### src/lmcr_pkg.sv
// constants, types and state layout of the led matrix control register bank
package lmcr_pkg;

	// register offsets
	localparam logic [7:0] ADDR_RESET = 8'h00;
	localparam logic [7:0] ADDR_CLOCK = 8'h03;
	localparam logic [7:0] ADDR_MATRIX = 8'h04;
	localparam logic [7:0] ADDR_FRAME_SELECT = 8'h05;
	localparam logic [7:0] ADDR_ROW_FIRST = 8'h06;
	localparam logic [7:0] ADDR_ROW_LAST = 8'h17;
	localparam logic [7:0] ADDR_THRESHOLD = 8'h18;

	// reset register bit positions
	localparam int RST_BIT_SOFT = 0;
	localparam int RST_BIT_FRAME_ONE = 1;
	localparam int RST_BIT_FRAME_TWO = 2;

	// clock and current register field positions
	localparam int CLK_BIT_EXT = 0;
	localparam int CLK_BIT_CLOCK_OUTPUT_ENABLE = 1;
	localparam int CLK_BIT_OSC = 2;
	localparam int CLK_CODE_LO = 3;
	localparam int CLK_CODE_HI = 6;
	localparam int CLK_BIT_RANGE = 7;

	// matrix control field positions
	localparam int MTX_BIT_ENABLE = 0;
	localparam int MTX_MODE_LO = 1;
	localparam int MTX_MODE_HI = 2;
	localparam int MTX_BIT_GHOST = 3;

	// values after reset, and the matrix write mask
	localparam logic [7:0] CLOCK_RESET = 8'h78;
	localparam logic [7:0] MATRIX_RESET = 8'h00;
	localparam logic [7:0] THRESHOLD_RESET = 8'h00;
	localparam logic [7:0] MATRIX_WMASK = 8'h0F;

	// frame geometry: 18 rows of 8 leds each
	localparam int ROW_COUNT = 18;

	// internal oscillator against the system clock
	localparam int SYS_CLOCK_KHZ = 100000;
	localparam int INT_OSC_KHZ = 2400;
	localparam int OSC_HALF_CYCLES_RAW = SYS_CLOCK_KHZ / (2 * INT_OSC_KHZ);
	localparam int OSC_HALF_CYCLES = (OSC_HALF_CYCLES_RAW < 1) ? 1 : OSC_HALF_CYCLES_RAW;

	// matrix modes
	typedef enum logic [1:0] {
		LMCR_MODE_FRAME_ONE = 2'h0,
		LMCR_MODE_FRAME_TWO = 2'h1,
		LMCR_MODE_MELODY = 2'h2,
		LMCR_MODE_SCROLL = 2'h3
	} lmcr_mode_t;

	typedef logic [ROW_COUNT-1:0][7:0] lmcr_frame_t;

	// register access request from the serial front end
	typedef struct packed {
		logic wr;
		logic rd;
		logic [7:0] addr;
		logic [7:0] wdata;
	} lmcr_req_t;

	// decoded controls toward the analog and timing blocks
	typedef struct packed {
		logic range_high;
		logic [3:0] current_code;
		logic osc_run;
		logic ext_clk;
		logic clk_out;
		logic ghost;
		logic matrix_on;
		lmcr_mode_t mode;
		logic melody_active;
		logic [7:0] threshold;
		logic threshold_auto;
	} lmcr_ctrl_t;

	// whole state of the bank
	typedef struct packed {
		logic [7:0] clk_ctl;
		logic [7:0] mtx_ctl;
		logic frame_sel;
		logic [7:0] detect_threshold_field;
		logic [7:0] detect_threshold_field_eff;
		lmcr_frame_t frame_one;
		lmcr_frame_t frame_two;
		logic scroll_shows_two;
		logic [7:0] rdata;
		logic rvalid;
		logic [2:0] clock_in_out_pin_sync;
		logic clock_in_out_pin_stable;
		logic [5:0] div_cnt;
		logic osc_level;
		logic op_tick;
		logic clock_in_out_pin_oe;
		logic clock_in_out_pin_o;
		logic soft_rst;
		logic frame_one_clr;
		logic frame_two_clr;
		lmcr_ctrl_t ctrl;
		lmcr_frame_t disp;
		lmcr_frame_t melody;
	} lmcr_state_t;

endpackage

### src/lmcr_bank.sv
// control register bank of the 12 x 12 led matrix driver
//
// Function
// [RL1] write one clears frame two or one
// [RL2] reset bit zero performs full soft reset
// [RL3] reset bits clear themselves, never stay pending
// [RL4] bit seven picks 30 or 60 mA range
// [RL5] four-bit current code, default full scale
// [RL6] oscillator enable bit, off by default
// [RL7] matrix enable forces oscillator on
// [RL8] clock output bit drives clock on pin
// [RL9] bit zero picks internal or external clock
// [RL10] priority: external, then clock out, melody last
// [RL11] ghost prevention enable bit, off by default
// [RL12] mode field: frame1, frame2, melody, scroll
// [RL13] matrix enable bit, off by default
// [RL14] frame select steers led row writes
// [RL15] melody mode: frame two holds melody flags
// [RL16] scroll mode writes whichever frame is free
// [RL17] eighteen write-only rows of eight leds
// [RL18] melody mode displays frame one data only
// [RL19] threshold register is one-hot threshold choice
// [RL20] all-zero threshold means automatic detection
// [RL21] two threshold bits: first set wins
// [RL22] reset pin or soft reset restores defaults
// [RL23] write-only reads return zero, no effect
`timescale 1ns/1ps

module lmcr_bank #(
	parameter int OSC_HALF = lmcr_pkg::OSC_HALF_CYCLES
) (
	input wire logic i_clock,
	input wire logic i_reset_pin_low_active,
	input wire lmcr_pkg::lmcr_req_t i_req,
	input wire logic i_clock_in_out_pin_i,
	output logic [7:0] o_rdata,
	output logic o_rvalid,
	output lmcr_pkg::lmcr_ctrl_t o_ctrl,
	output lmcr_pkg::lmcr_frame_t o_display,
	output lmcr_pkg::lmcr_frame_t o_melody,
	output logic o_clock_in_out_pin_o,
	output logic o_clock_in_out_pin_oe,
	output logic o_op_tick,
	output logic o_soft_reset,
	output logic o_frame_one_clear,
	output logic o_frame_two_clear
);

	// the divider counter is six bits wide; refuse values it cannot count
	if (OSC_HALF < 1 || OSC_HALF > 63)
	begin : g_bad_half
		$error("OSC_HALF out of range for the divider");
	end

	////////////////////////////////////////////////////////////////////////////////
	// state
	////////////////////////////////////////////////////////////////////////////////

	lmcr_pkg::lmcr_state_t s; // present state
	lmcr_pkg::lmcr_state_t next_s; // next state
	logic [4:0] row_idx; // led row addressed by the request
	logic is_row; // request hits a led row
	logic is_wr; // write request
	logic [7:0] detect_threshold_field_new; // bits newly set in threshold
	logic ext_sel; // effective external clock
	logic clk_out_eff; // effective clock output
	logic osc_run; // oscillator running
	logic [5:0] half_last; // divider terminal count

	// first set bit wins; lowest index breaks a tie in one write
	function automatic logic [7:0] lmcr_lowest(input logic [7:0] v);
		logic [7:0] r;
		r = 8'h00;
		for (int i = 7; i >= 0; i--)
		begin
			if (v[i])
				r = 8'h01 << i;
		end
		return r;
	endfunction

	assign half_last = 6'(OSC_HALF - 1);

	////////////////////////////////////////////////////////////////////////////////
	// next state
	////////////////////////////////////////////////////////////////////////////////

	// one process builds the whole next state from the present one
	always_comb
	begin
		next_s = s;
		row_idx = 5'(i_req.addr - lmcr_pkg::ADDR_ROW_FIRST);
		is_wr = i_req.wr;
		is_row = (i_req.addr >= lmcr_pkg::ADDR_ROW_FIRST)
			&& (i_req.addr <= lmcr_pkg::ADDR_ROW_LAST);
		detect_threshold_field_new = 8'h00;
		ext_sel = 1'b0;
		clk_out_eff = 1'b0;
		osc_run = 1'b0;

		// pulses and read answer last one cycle only
		next_s.rvalid = 1'b0;
		next_s.rdata = 8'h00;
		next_s.soft_rst = 1'b0; // [RL3]
		next_s.frame_one_clr = 1'b0; // [RL3]
		next_s.frame_two_clr = 1'b0; // [RL3]
		next_s.op_tick = 1'b0;

		// pin synchroniser: stage one feeds stage two, stage two feeds stage three
		next_s.clock_in_out_pin_sync = {s.clock_in_out_pin_sync[1:0], i_clock_in_out_pin_i};

		// register reads; write-only and unmapped read as zero
		if (i_req.rd)
		begin
			next_s.rvalid = 1'b1;
			case (i_req.addr)
				lmcr_pkg::ADDR_CLOCK: next_s.rdata = s.clk_ctl;
				lmcr_pkg::ADDR_MATRIX: next_s.rdata = s.mtx_ctl;
				lmcr_pkg::ADDR_FRAME_SELECT: next_s.rdata = {7'h00, s.frame_sel};
				lmcr_pkg::ADDR_THRESHOLD: next_s.rdata = s.detect_threshold_field;
				default: next_s.rdata = 8'h00; // [RL23]
			endcase
		end

		// register writes
		if (is_wr)
		begin
			case (i_req.addr)
				lmcr_pkg::ADDR_RESET:
				begin
					// self-clearing triggers, nothing stored
					if (i_req.wdata[lmcr_pkg::RST_BIT_FRAME_ONE])
					begin
						next_s.frame_one = '0; // [RL1]
						next_s.frame_one_clr = 1'b1; // [RL1]
					end
					if (i_req.wdata[lmcr_pkg::RST_BIT_FRAME_TWO])
					begin
						next_s.frame_two = '0; // [RL1]
						next_s.frame_two_clr = 1'b1; // [RL1]
					end
				end
				lmcr_pkg::ADDR_CLOCK: next_s.clk_ctl = i_req.wdata; // [RL4] [RL5] [RL6] [RL8] [RL9]
				lmcr_pkg::ADDR_MATRIX:
					next_s.mtx_ctl = i_req.wdata & lmcr_pkg::MATRIX_WMASK; // [RL11] [RL12] [RL13]
				lmcr_pkg::ADDR_FRAME_SELECT: next_s.frame_sel = i_req.wdata[0];
				lmcr_pkg::ADDR_THRESHOLD:
				begin
					next_s.detect_threshold_field = i_req.wdata;
					// keep the earlier choice while its bit stays set
					detect_threshold_field_new = i_req.wdata & ~s.detect_threshold_field;
					if ((s.detect_threshold_field_eff & i_req.wdata) != 8'h00)
						next_s.detect_threshold_field_eff = s.detect_threshold_field_eff; // [RL21]
					else if (detect_threshold_field_new != 8'h00)
						next_s.detect_threshold_field_eff = lmcr_lowest(detect_threshold_field_new); // [RL21]
					else
						next_s.detect_threshold_field_eff = lmcr_lowest(i_req.wdata); // [RL19] [RL20]
				end
				default:
				begin
					if (is_row)
					begin
						// scroll ignores frame select and fills the hidden frame
						if (lmcr_pkg::lmcr_mode_t'(s.mtx_ctl[2:1]) == lmcr_pkg::LMCR_MODE_SCROLL)
						begin
							if (s.scroll_shows_two)
								next_s.frame_one[row_idx] = i_req.wdata; // [RL16]
							else
								next_s.frame_two[row_idx] = i_req.wdata; // [RL16]
							// a finished character becomes the shown one
							if (i_req.addr == lmcr_pkg::ADDR_ROW_LAST)
								next_s.scroll_shows_two = ~s.scroll_shows_two; // [RL16]
						end
						else if (s.frame_sel)
							next_s.frame_two[row_idx] = i_req.wdata; // [RL14] [RL15] [RL17]
						else
							next_s.frame_one[row_idx] = i_req.wdata; // [RL14] [RL17]
					end
				end
			endcase

			// soft reset overrides everything written above
			if (i_req.addr == lmcr_pkg::ADDR_RESET && i_req.wdata[lmcr_pkg::RST_BIT_SOFT])
			begin
				next_s.clk_ctl = lmcr_pkg::CLOCK_RESET; // [RL2] [RL22]
				next_s.mtx_ctl = lmcr_pkg::MATRIX_RESET; // [RL22]
				next_s.frame_sel = 1'b0; // [RL22]
				next_s.detect_threshold_field = lmcr_pkg::THRESHOLD_RESET; // [RL22]
				next_s.detect_threshold_field_eff = lmcr_pkg::THRESHOLD_RESET; // [RL22]
				next_s.frame_one = '0; // [RL22]
				next_s.frame_two = '0; // [RL22]
				next_s.scroll_shows_two = 1'b0;
				next_s.soft_rst = 1'b1; // [RL2]
			end
		end

		// clock source priority decided from the stored settings
		ext_sel = next_s.clk_ctl[lmcr_pkg::CLK_BIT_EXT]; // [RL9] [RL10]
		clk_out_eff = next_s.clk_ctl[lmcr_pkg::CLK_BIT_CLOCK_OUTPUT_ENABLE] && !ext_sel; // [RL8] [RL10]
		osc_run = next_s.clk_ctl[lmcr_pkg::CLK_BIT_OSC]
			|| next_s.mtx_ctl[lmcr_pkg::MTX_BIT_ENABLE]; // [RL6] [RL7]

		// decoded controls
		next_s.ctrl.range_high = next_s.clk_ctl[lmcr_pkg::CLK_BIT_RANGE]; // [RL4]
		next_s.ctrl.current_code =
			next_s.clk_ctl[lmcr_pkg::CLK_CODE_HI:lmcr_pkg::CLK_CODE_LO]; // [RL5]
		next_s.ctrl.osc_run = osc_run; // [RL7]
		next_s.ctrl.ext_clk = ext_sel;
		next_s.ctrl.clk_out = clk_out_eff;
		next_s.ctrl.ghost = next_s.mtx_ctl[lmcr_pkg::MTX_BIT_GHOST]; // [RL11]
		next_s.ctrl.matrix_on = next_s.mtx_ctl[lmcr_pkg::MTX_BIT_ENABLE]; // [RL13]
		next_s.ctrl.mode = lmcr_pkg::lmcr_mode_t'(
			next_s.mtx_ctl[lmcr_pkg::MTX_MODE_HI:lmcr_pkg::MTX_MODE_LO]); // [RL12]
		next_s.ctrl.melody_active = (next_s.ctrl.mode == lmcr_pkg::LMCR_MODE_MELODY)
			&& !ext_sel && !clk_out_eff; // [RL10]
		next_s.ctrl.threshold = next_s.detect_threshold_field_eff; // [RL19]
		next_s.ctrl.threshold_auto = (next_s.detect_threshold_field_eff == 8'h00); // [RL20]

		// displayed pattern per mode; a demoted melody shows frame one plainly
		next_s.melody = '0;
		case (next_s.ctrl.mode)
			lmcr_pkg::LMCR_MODE_FRAME_ONE: next_s.disp = next_s.frame_one; // [RL12]
			lmcr_pkg::LMCR_MODE_FRAME_TWO: next_s.disp = next_s.frame_two; // [RL12]
			lmcr_pkg::LMCR_MODE_MELODY:
			begin
				next_s.disp = next_s.frame_one; // [RL18]
				if (next_s.ctrl.melody_active)
					next_s.melody = next_s.frame_two; // [RL15]
			end
			lmcr_pkg::LMCR_MODE_SCROLL:
				next_s.disp = next_s.scroll_shows_two ? next_s.frame_two : next_s.frame_one;
			default: next_s.disp = next_s.frame_one;
		endcase
		if (!next_s.ctrl.matrix_on)
		begin
			next_s.disp = '0; // [RL13]
			next_s.melody = '0;
		end

		// internal oscillator: divider halves toggle the level
		if (osc_run)
		begin
			if (s.div_cnt >= half_last)
			begin
				next_s.div_cnt = 6'h00;
				next_s.osc_level = ~s.osc_level;
			end
			else
				next_s.div_cnt = s.div_cnt + 6'h01;
		end
		else
		begin
			// a stopped oscillator parks low so a restart begins cleanly
			next_s.div_cnt = 6'h00;
			next_s.osc_level = 1'b0;
		end

		// external edge counts once stages two and three agree
		if (s.clock_in_out_pin_sync[1] == s.clock_in_out_pin_sync[2] && s.clock_in_out_pin_sync[2] != s.clock_in_out_pin_stable)
			next_s.clock_in_out_pin_stable = s.clock_in_out_pin_sync[2];

		// operating tick from the selected source
		if (ext_sel)
			next_s.op_tick = next_s.clock_in_out_pin_stable && !s.clock_in_out_pin_stable; // [RL9]
		else
			next_s.op_tick = next_s.osc_level && !s.osc_level; // [RL9]

		// pin drives the clock only when not used as input
		next_s.clock_in_out_pin_oe = clk_out_eff; // [RL8] [RL10]
		next_s.clock_in_out_pin_o = clk_out_eff && next_s.osc_level; // [RL8]
	end

	////////////////////////////////////////////////////////////////////////////////
	// state register
	////////////////////////////////////////////////////////////////////////////////

	// reset pin returns every register to its default
	always_ff @(posedge i_clock or negedge i_reset_pin_low_active)
	begin
		if (!i_reset_pin_low_active)
		begin
			s <= '0;
			s.clk_ctl <= lmcr_pkg::CLOCK_RESET; // [RL22]
			s.ctrl.range_high <= 1'b0;
			s.ctrl.current_code <= 4'hF; // [RL5]
			s.ctrl.threshold_auto <= 1'b1; // [RL20]
		end
		else
			s <= next_s;
	end

	// every output straight from the state register
	assign o_rdata = s.rdata;
	assign o_rvalid = s.rvalid;
	assign o_ctrl = s.ctrl;
	assign o_display = s.disp;
	assign o_melody = s.melody;
	assign o_clock_in_out_pin_o = s.clock_in_out_pin_o;
	assign o_clock_in_out_pin_oe = s.clock_in_out_pin_oe;
	assign o_op_tick = s.op_tick;
	assign o_soft_reset = s.soft_rst;
	assign o_frame_one_clear = s.frame_one_clr;
	assign o_frame_two_clear = s.frame_two_clr;
endmodule

### config.mk
export PLATFORM = sky130hd
export DESIGN_NAME = lmcr_bank
export DESIGN_NICKNAME = d
export VERILOG_FILES = /design/src/lmcr_pkg.sv /design/src/lmcr_bank.sv
export SDC_FILE = /design/constraint.sdc
export NUM_CORES = 1
export LEC_CHECK = 0
export BUFFER_PORTS_ARGS = -buffer_cell sky130_fd_sc_hd__buf_4
export CAP_MARGIN = 20
export CELL_PAD_IN_SITES_DETAIL_PLACEMENT = 0
export CELL_PAD_IN_SITES_GLOBAL_PLACEMENT = 1
export CORE_MARGIN = 3
export CORE_UTILIZATION = 42
export DETAILED_ROUTE_END_ITERATION = 7
export PLACE_DENSITY_LB_ADDON = 0.1
export RECOVER_POWER = 50
export SLEW_MARGIN = 40
export SYNTH_ARGS = -nofsm -noshare
export SYNTH_HDL_FRONTEND = slang
export SYNTH_SLANG_ARGS = --single-unit
### constraint.sdc
create_clock -name i_clock -period 4.2 [get_ports i_clock]
set_input_delay 0 -clock i_clock [delete_from_list [all_inputs] [get_ports i_clock]]
set_output_delay 0 -clock i_clock [all_outputs]
set_load 0.02 [all_outputs]
* After elaboration in Yosys (flattened, before gate mapping)
Index checks and enable logic that the tools add are counted. W data, S select, Z words.
Cells by class: add/subtract/negate cells 2, order comparisons 5, equal/unequal tests 11, muxes and demuxes 57, bitwise gates (word level) 5, reduce and logical (&&, ||, !) cells 29
Operators with widths (number):
- $mux W144 | 9
- $mux W322 | 2
- $mux W288 | 2
- $pmux W288 S2 | 1
- $pmux W144 S3 | 1
- $mux W289 | 1
- $bwmux W144 | 2
- $mux W8 | 21
- $demux W8 S5 | 1
- $pmux W8 S4 | 1
- $and A8 B8 Y8 | 2
- $eq A8 B3 Y1 const B | 2
- $eq A8 B5 Y1 const B | 2
- $logic_not A8 Y1 | 2
- $mux W16 | 1
- $reduce_bool A8 Y1 | 2
- $logic_and A1 B1 Y1 | 10
- $mux W1 | 10
- $mux W9 | 1
- $eq A8 B2 Y1 const B | 1
- $ge A8 B3 Y1 const B | 1
- $le A8 B5 Y1 const B | 1
- $not A8 Y8 | 1
- $mux W7 | 1
- 21 further kinds | 31
Word-level totals: register bits after elaboration 649, bits of input ports 21, output and inout port bits 325, word-level logic and storage cells 209

* Longest topological paths before layout
Gate-level depths: netlist of the first run.
depth after elaboration 22, gate-level depth with buffers 11, depth with buffers taken out 8

* Worst setup path before layout of the first run
OpenSTA, ideal clock, no wires.
path kind reg2reg, start point reg s[644] in the netlist's numbering, end point reg s (netlist bit o_display[27]), setup time 0.141 ns, arrival 2.202 ns, setup slack 1.857 ns, cell stages (with the launch flop) 10, period minus slack after synthesis 2.343 ns, cells stage by stage dfrtp_1 and3b_1 or2_1 buf_4 buf_2 a2111oi_4 o22ai_1 a22o_1 nor2_1 a211oi_1
RTL lines:
- start: declaration | RTL line lmcr_bank.sv:59 | lmcr_pkg::lmcr_state_t s;
- start signal: assignment | RTL line lmcr_bank.sv:289 | s <= next_s;

==> flow_summary.toml, run 1 <==
[setup_path]
end_kind = "async pin"
r2r_start = "o_ctrl[10]"
cp.arrival_ns = 4.12
cp_slowest_cell = "clkbuf_2"
critical_path.most_common_cell = "dlygate4sd3_1"
crit_chain = "dlygate4sd3_1 -> dlygate4sd3_1 -> clkbuf_1 -> clkbuf_2 -> clkbuf_4"
r2r_cells = 9
worstPathRequired_ns = 4.83
critPathKind = "input pin to async pin"
worst_setup_path_start_kind = "input pin"
r2r_end = "o_display[68]"
path_max_fanout = 56
max_stage_delay_ns = 1.43
ff2ff_setup_slack_ns = 0.94

[pwr]
seq_power_share_pct = 45.3
peakVddDrop_uv = 339
p_int_w = 0.0104
p_leak_nw = 14.6
sw_frac_of_total_pct = 24.9
power_switching_w = 0.00343
finalPower_w = 0.0138
p_clk_share_pct = 48.1
power_frac_comb_pct = 6.6
power_density_nw_per_um2 = 435

[global_routing]
grt_pass1_wl_mm = 160
grt_pass1_vias = 21644
grt_max_degree = 126
antenna_found_initial = 3
grt.total_usage_pct = 31.3
overflow = 0

[synthesis]
ys_types = 104
syn_area_per_cell_um2 = 10.7
synth_area_leader_cell = "dfrtp_1"
synth.area.top_cells = "dfrtp_1 (55%), buf_4 (8.6%), a22o_1 (2.9%), nor2_1 (2.8%), nand2_1 (2.6%)"
synth_nets = 2703
synth_most_common_cell = "dfrtp_1"
synth_top_flop_cell = "dfrtp_1"
synth_edf_count = 0
synth_cells = 2680
yosysSeqAreaShare_pct = 55.6
ys_warn_count = 0
synth_top_area_share_pct = 55.2
syn-cell-area_um2 = 28600
async_flop_share_pct = 100
synth-seq-cells = 635
synthTopCellsByCount = "dfrtp_1 (630), buf_4 (328), nor2_1 (215)"

[run_status]
failed_checks = "capacitance limit, slew limit"
status = "finished with violations"

[route]
post-route-drc-count = 0
wl_met2_mm = 51.0
drt-met1-wl_mm = 48.8
highest_layer = "met4"
antenna_left = 0
drtIter0Drc = 2121
routed_wirelength_mm = 112
first_pass_iters = 8
routed_via_density = 5.84
vias = 21533
routedWlPerCell_um = 30.4
wl_met3_mm = 8.07

[min_path]
hold_path.class = "input pin to flop"
worst_hold_path.endpoint = "o_soft_reset"
worstHoldStart = "i_req[9]"
whs_path_depth = 3

[clock_tree]
cts_sinks = 635
cts_tree = "done"
clk_pin_slew_ns = 0.06
cts_setup_buffers = 0
htreeDepth = 3
insertion_delay_ns = 0.62
ctsResizeCount = 0
root_buffer = "clkbuf_16"
numCtsBuffers = 70
clockBufferDepth = 3

[sta]
hold_slack_ns = 0.0448
finalSetupTns_ns = 0
slew_headroom_pct = -34.5
grt_setup_unrepaired = "no"
fin_skew_ns = 0.0376
timing_hold_violations_final = 0
setup_violations = 0
slew_viol_final = 297
finalCriticalPeriod_ns = 3.49
fmax_mhz = 286
period_share_pct = 83.2
worst_pin_slew_ns = 2.02

[floorplan]
initial_core_util_pct = 42.5
num_rows = 95
io_pins = 346
die-area_um2 = 71200
coreArea_um2 = 67300
die_h_um = 267
dieWidth_um = 267

[placement]
placed_area_um2 = 30300
placed_cells = 3537
io_buffers = 345
gp_congestion = 0.963
dp_hpwl_mm = 78.4

[layout]
area.growth.synth_to_final_pct = 11.0
nFillCells = 6577
stdcell_count = 3690
fin_area_um2 = 31700
nets = 2782
drive_gt1_share_pct = 13.7

[job]
max_cap_violations = 4
cell type report:
| type | instances | area (µm²) | area share, % |
|---|---|---|---|
| well taps | 873 | 1090 | 3.44 |
| clock buffers | 95 | 2010 | 6.33 |
| flip-flops and latches | 635 | 15900 | 50.1 |
| clock inverters | 31 | 475 | 1.50 |
| multi-input cells | 1474 | 9270 | 29.2 |
| diodes | 4 | 10.0 | 0.0316 |
| inverters | 84 | 315 | 0.994 |
| repair buffers | 494 | 2660 | 8.38 |
power by group through the flow:
stage | sequential [W] | clock [W] | combinational (W)
final | 0.00625 | 0.00665 | 0.000910
after detailed placement | 0.00636 | 0 | 0.000915
after global routing | 0.00625 | 0.00700 | 0.000970
after floorplan | 0.00635 | 0 | 0.000451
after global placement | 0.00636 | 0 | 0.000907
after CTS | 0.00625 | 0.00676 | 0.000937
critical path: cells and delay by family:
family | cells | cell delay (ns)
buffers and inverters | 5 | 4.01
what timing repair did:
item                                    in CTS  in global routing
hold buffers                                21                  0
endpoints found under the setup margin       0                  0
hold endpoints to repair                   388                  0
cells in the final DEF (no fill, tap or decap), types with 8 or more instances in the layout:
master / synthesis / routed
o31ai_1: 8 / 8
and2_1: 89 / 86
a21oi_1: 149 / 147
clkbuf_1: 82 / 336
o22ai_1: 22 / 22
nor3_2: 7 / 10
a21o_1: 14 / 14
a32o_1: 24 / 24
clkbuf_8: 0 / 10
a211oi_2: 18 / 18
a22oi_1: 50 / 50
dfrtp_1: 630 / 630
buf_12: 0 / 10
o211ai_1: 12 / 12
a211oi_1: 38 / 37
buf_4: 328 / 133
o211a_1: 20 / 20
nand3_1: 72 / 72
nor2b_1: 15 / 15
o22a_1: 10 / 10
o21ai_0: 98 / 96
nand2b_1: 18 / 18
mux2i_1: 18 / 18
nor2_1: 215 / 211
nand4_1: 8 / 8
nand2_1: 200 / 199
a31oi_1: 9 / 9
a21oi_2: 11 / 13
dlygate4sd3_1: 0 / 20
clkbuf_16: 0 / 73
nor3_1: 40 / 37
a22o_1: 96 / 96
o21ai_2: 9 / 9
clkinv_2: 0 / 8
bufinv_16: 0 / 9
inv_1: 80 / 80
o21ai_1: 40 / 40
per-stage QoR:
| stage | setup slack [ns] | utilization (%) |
|---|---|---|
| finish | 0.706 | 47.2 |
| global route | 0.410 | 47.1 |
| CTS | 0.841 | 49.0 |
| detailed placement | 1.05 | 45.0 |
| global placement | 1.01 | 44.9 |
| floorplan | 1.86 | - |
per-layer routing:
metal	up-vias	global-route usage [%]
li1	9225	-
met1	11165	44.2
met2	960	48.3
met3	183	6.05
met4	0	11.3
met5	-	0
sequential cells by signal, indices dropped and copies added, names as in the netlist:
name                  flops
next_s                    2
o_clock_in_out_pin_o      1
o_ctrl                   16
o_display               144
o_frame_one_clear         1
o_frame_two_clear         1
o_melody                144
o_op_tick                 1
o_rdata                   8
o_rvalid                  1
o_soft_reset              1
s                       315
worst max path at each step:
stage	from	end	slack, ns	cells past startpoint
global placement	i_req[9]	o_display[68]	1.01	11
detailed placement	s[644]	o_display[68]	1.05	9
finish	i_reset_pin_low_active	s[426]	0.71	5
global route	i_reset_pin_low_active	o_display[87]	0.41	5
floorplan	s[644]	o_display[27]	1.86	9
CTS	i_req[10]	o_display[2]	0.84	11
cell families (layout without fill, tap and decap cells):
| kind of cell | count (synthesis) | count (layout) | synth area share, % |
|---|---|---|---|
| muxes | 20 | 20 | 0.718 |
| xor gates and xnor gates | 4 | 4 | 0.123 |
| adders and majority gates | 3 | 3 | 0.123 |
| DFF | 635 | 635 | 55.6 |
| and+or+nand+nor | 726 | 726 | 12.3 |
| other | 1 | 5 | 0.0131 |
| AOI/OAI and AO/OA | 720 | 720 | 18.7 |
| buffers and inverters | 571 | 704 | 12.4 |
Power figures use the tool's default switching activity.
==> run 2, diff against run 1 <==
- ABC_AREA: default -> 1
- CORE_UTILIZATION: 42 -> 40
- clock period: 4.2 -> 3.1 ns (I/O delays scaled with it)
==> run 2 against run 1 <==
- routed wire length is 26% higher
- largest cell class unchanged
- combinational power grew to 3.6 times the previous value
- clock power grew 35%
- synthesized cell count increased by 59%
- utilization shrank 1.4 points
- the flow still finishes with violations (capacitance limit, slew limit)
- total power rose by 54%
==> flow_summary.toml, run 2 <==
[run_status]
status = "finished with violations"
failed_checks = "capacitance limit, slew limit"

[route]
routed_wirelength_mm = 142
drt-met1-wl_mm = 58.5
highest_layer = "met5"
wl_met3_mm = 10.5
drtIter0Drc = 3118
wl_met2_mm = 63.5
routedWlPerCell_um = 25.5
vias = 29974
first_pass_iters = 6
routed_via_density = 5.40
antenna_left = 0
post-route-drc-count = 0

[synthesis]
synth_cells = 4262
synth_top_area_share_pct = 48.3
yosysSeqAreaShare_pct = 48.7
synth_edf_count = 0
synth-seq-cells = 635
ys_types = 46
async_flop_share_pct = 100
ys_warn_count = 0
synthTopCellsByCount = "nand2_1 (1,268), dfrtp_1 (630), nor2_1 (503)"
synth_nets = 4285
synth_area_leader_cell = "dfrtp_1"
synth_top_flop_cell = "dfrtp_1"
synth.area.top_cells = "dfrtp_1 (48%), nand2_1 (15%), buf_4 (7.4%), nor2_1 (5.8%), nand3_1 (4.4%)"
synth_most_common_cell = "nand2_1"
syn-cell-area_um2 = 32600
syn_area_per_cell_um2 = 7.65

[floorplan]
dieWidth_um = 292
io_pins = 346
die_h_um = 292
num_rows = 104
die-area_um2 = 85000
initial_core_util_pct = 40.4
coreArea_um2 = 80700

[clock_tree]
cts_sinks = 635
clockBufferDepth = 3
numCtsBuffers = 73
insertion_delay_ns = 0.63
cts_tree = "done"
root_buffer = "clkbuf_16"
htreeDepth = 3
clk_pin_slew_ns = 0.07

[setup_path]
r2r_cells = 13
cp.arrival_ns = 3.50
r2r_end = "o_display[106]"
critPathKind = "input pin to flop"
cp_slowest_cell = "dlygate4sd3_1"
end_kind = "flop"
ff2ff_setup_slack_ns = 0.21
crit_chain = "dlygate4sd3_1 -> buf_4 -> inv_1 -> nand2_1 -> nor2_4 -> nor2_2 -> inv_2 -> nor2_1 -> inv_1 -> o21ai_4 -> buf_12 -> buf_4 -> nand2_1 -> nor2_1"
path_max_fanout = 48
crit_path_end = "o_display[143]"
max_stage_delay_ns = 0.54
worstPathRequired_ns = 3.63
worst_setup_path_start_kind = "input pin"
r2r_start = "o_ctrl[10]"
crit_start = "i_req[12]"

[sta]
worst_pin_slew_ns = 2.21
finalSetupTns_ns = 0
finalCriticalPeriod_ns = 2.97
fmax_mhz = 337
slew_viol_final = 73
setup_violations = 0
worst_slack_ns = 0.130
period_share_pct = 95.8
timing_hold_violations_final = 0
grt_setup_unrepaired = "yes"
hold_slack_ns = 0.0274
slew_headroom_pct = -47.5
fin_skew_ns = 0.0206

[global_routing]
grt.total_usage_pct = 32.6
antenna_found_initial = 1
grt_pass1_wl_mm = 205
overflow = 0
grt_max_degree = 105
grt_pass1_vias = 29577

[placement]
pre_cts_ws_ns = 0.222
io_buffers = 345
placed_cells = 5383
dp_hpwl_mm = 100
gp_congestion = 0.949

[pwr]
p_clk_share_pct = 42.3
p_leak_nw = 19.0
p_int_w = 0.0150
power_frac_comb_pct = 15.3
power_switching_w = 0.00633
power_density_nw_per_um2 = 577
peakVddDrop_uv = 342
sw_frac_of_total_pct = 29.7
seq_power_share_pct = 42.4

[layout]
antennaDiodeCount = 0
final_common_cell = "nand2_1"
fin_util_pct = 45.7
regMostFlops = "s"
stdcell_count = 5546
area.growth.synth_to_final_pct = 13.1
drive_gt1_share_pct = 9.83
nets = 4451
largest_register_ff_count = 315
mostFrequentLayoutCells = "nand2_1 (1,267), dfrtp_1 (630), nor2_1 (501)"

[job]
max_cap_violations = 1

[min_path]
hold_path.class = "input pin to flop"
worstHoldStart = "i_req[15]"
[run 2: cell types whose count changed after synthesis, sizes merged, moves of 96 or more]
cell   before   now
inv        83   346
nand2     200  1275
a22o       97     1
nand3      73   285
o21ai     147   256
nor2      219   515
[run 2: worst max-delay path, delay by kind of cell]
kind                   cells  cell delay, ns
buffers and inverters      7            1.64
and+or+nand+nor            6            1.48
AOI/OAI and AO/OA          1            0.35
[run 2: how the worst min path moves through the flow]
stage	cells after the start	endpoint	slack, ns
after floorplan	0	next_s[325]	-0.30
after global placement	1	o_melody[107]	0.05
after detailed placement	1	o_melody[107]	0.05
after CTS	9	s[336]	0.01
after global routing	2	next_s[325]	0.06
final	9	s[336]	0.03
[run 2: routing by layer]
| layer | GRT usage (%) | up-vias |
|---|---|---|
| met4 | 18.4 | 2 |
| met3 | 5.32 | 377 |
| met5 | 0 | - |
| met1 | 43.2 | 14535 |
| li1 | - | 13574 |
| met2 | 51.0 | 1486 |
[run 2: cells by family after synthesis]
kind of cell / Yosys count / synth area share (%)
AOI/OAI and AO/OA: 566 / 9.73
xor gates and xnor gates: 2 / 0.0537
DFF: 635 / 48.7
adders and majority gates: 3 / 0.107
buffers and inverters: 875 / 14.2
and+or+nand+nor: 2180 / 27.2
other: 1 / 0.0115
[run 2: metrics by stage]
stage          total power (W)  instance area [µm²]
4_1_cts                 0.0214                38100
2_1_floorplan           0.0111                32600
5_1_grt                 0.0221                36900
3_5_place_dp            0.0124                35300
3_3_place_gp            0.0124                35300
6_report                0.0213                36900
[run 2: final cells by class]
type | count | area [µm²]
flip-flops and latches | 635 | 15900
clock inverters | 33 | 392
inverters | 355 | 1340
repair buffers | 611 | 3720
clock buffers | 100 | 2070
multi-input cells | 2752 | 12100
well taps | 1060 | 1330
fillers | 8539 | 43800
[run 2: repair_timing]
item,CTS,global route
hold buffers,27,0
hold endpoints to repair,417,0
setup buffers,0,2
setup endpoints to repair,0,100
resized for setup,0,4
[run 2: power by group through the flow]
| stage | Clock, W | Combinational [W] | Sequential (W) |
|---|---|---|---|
| after floorplan | 0 | 0.00196 | 0.00911 |
| after global placement | 0 | 0.00323 | 0.00917 |
| after detailed placement | 0 | 0.00324 | 0.00917 |
| after CTS | 0.00916 | 0.00327 | 0.00902 |
| after global routing | 0.00949 | 0.00356 | 0.00907 |
| final | 0.00899 | 0.00326 | 0.00903 |
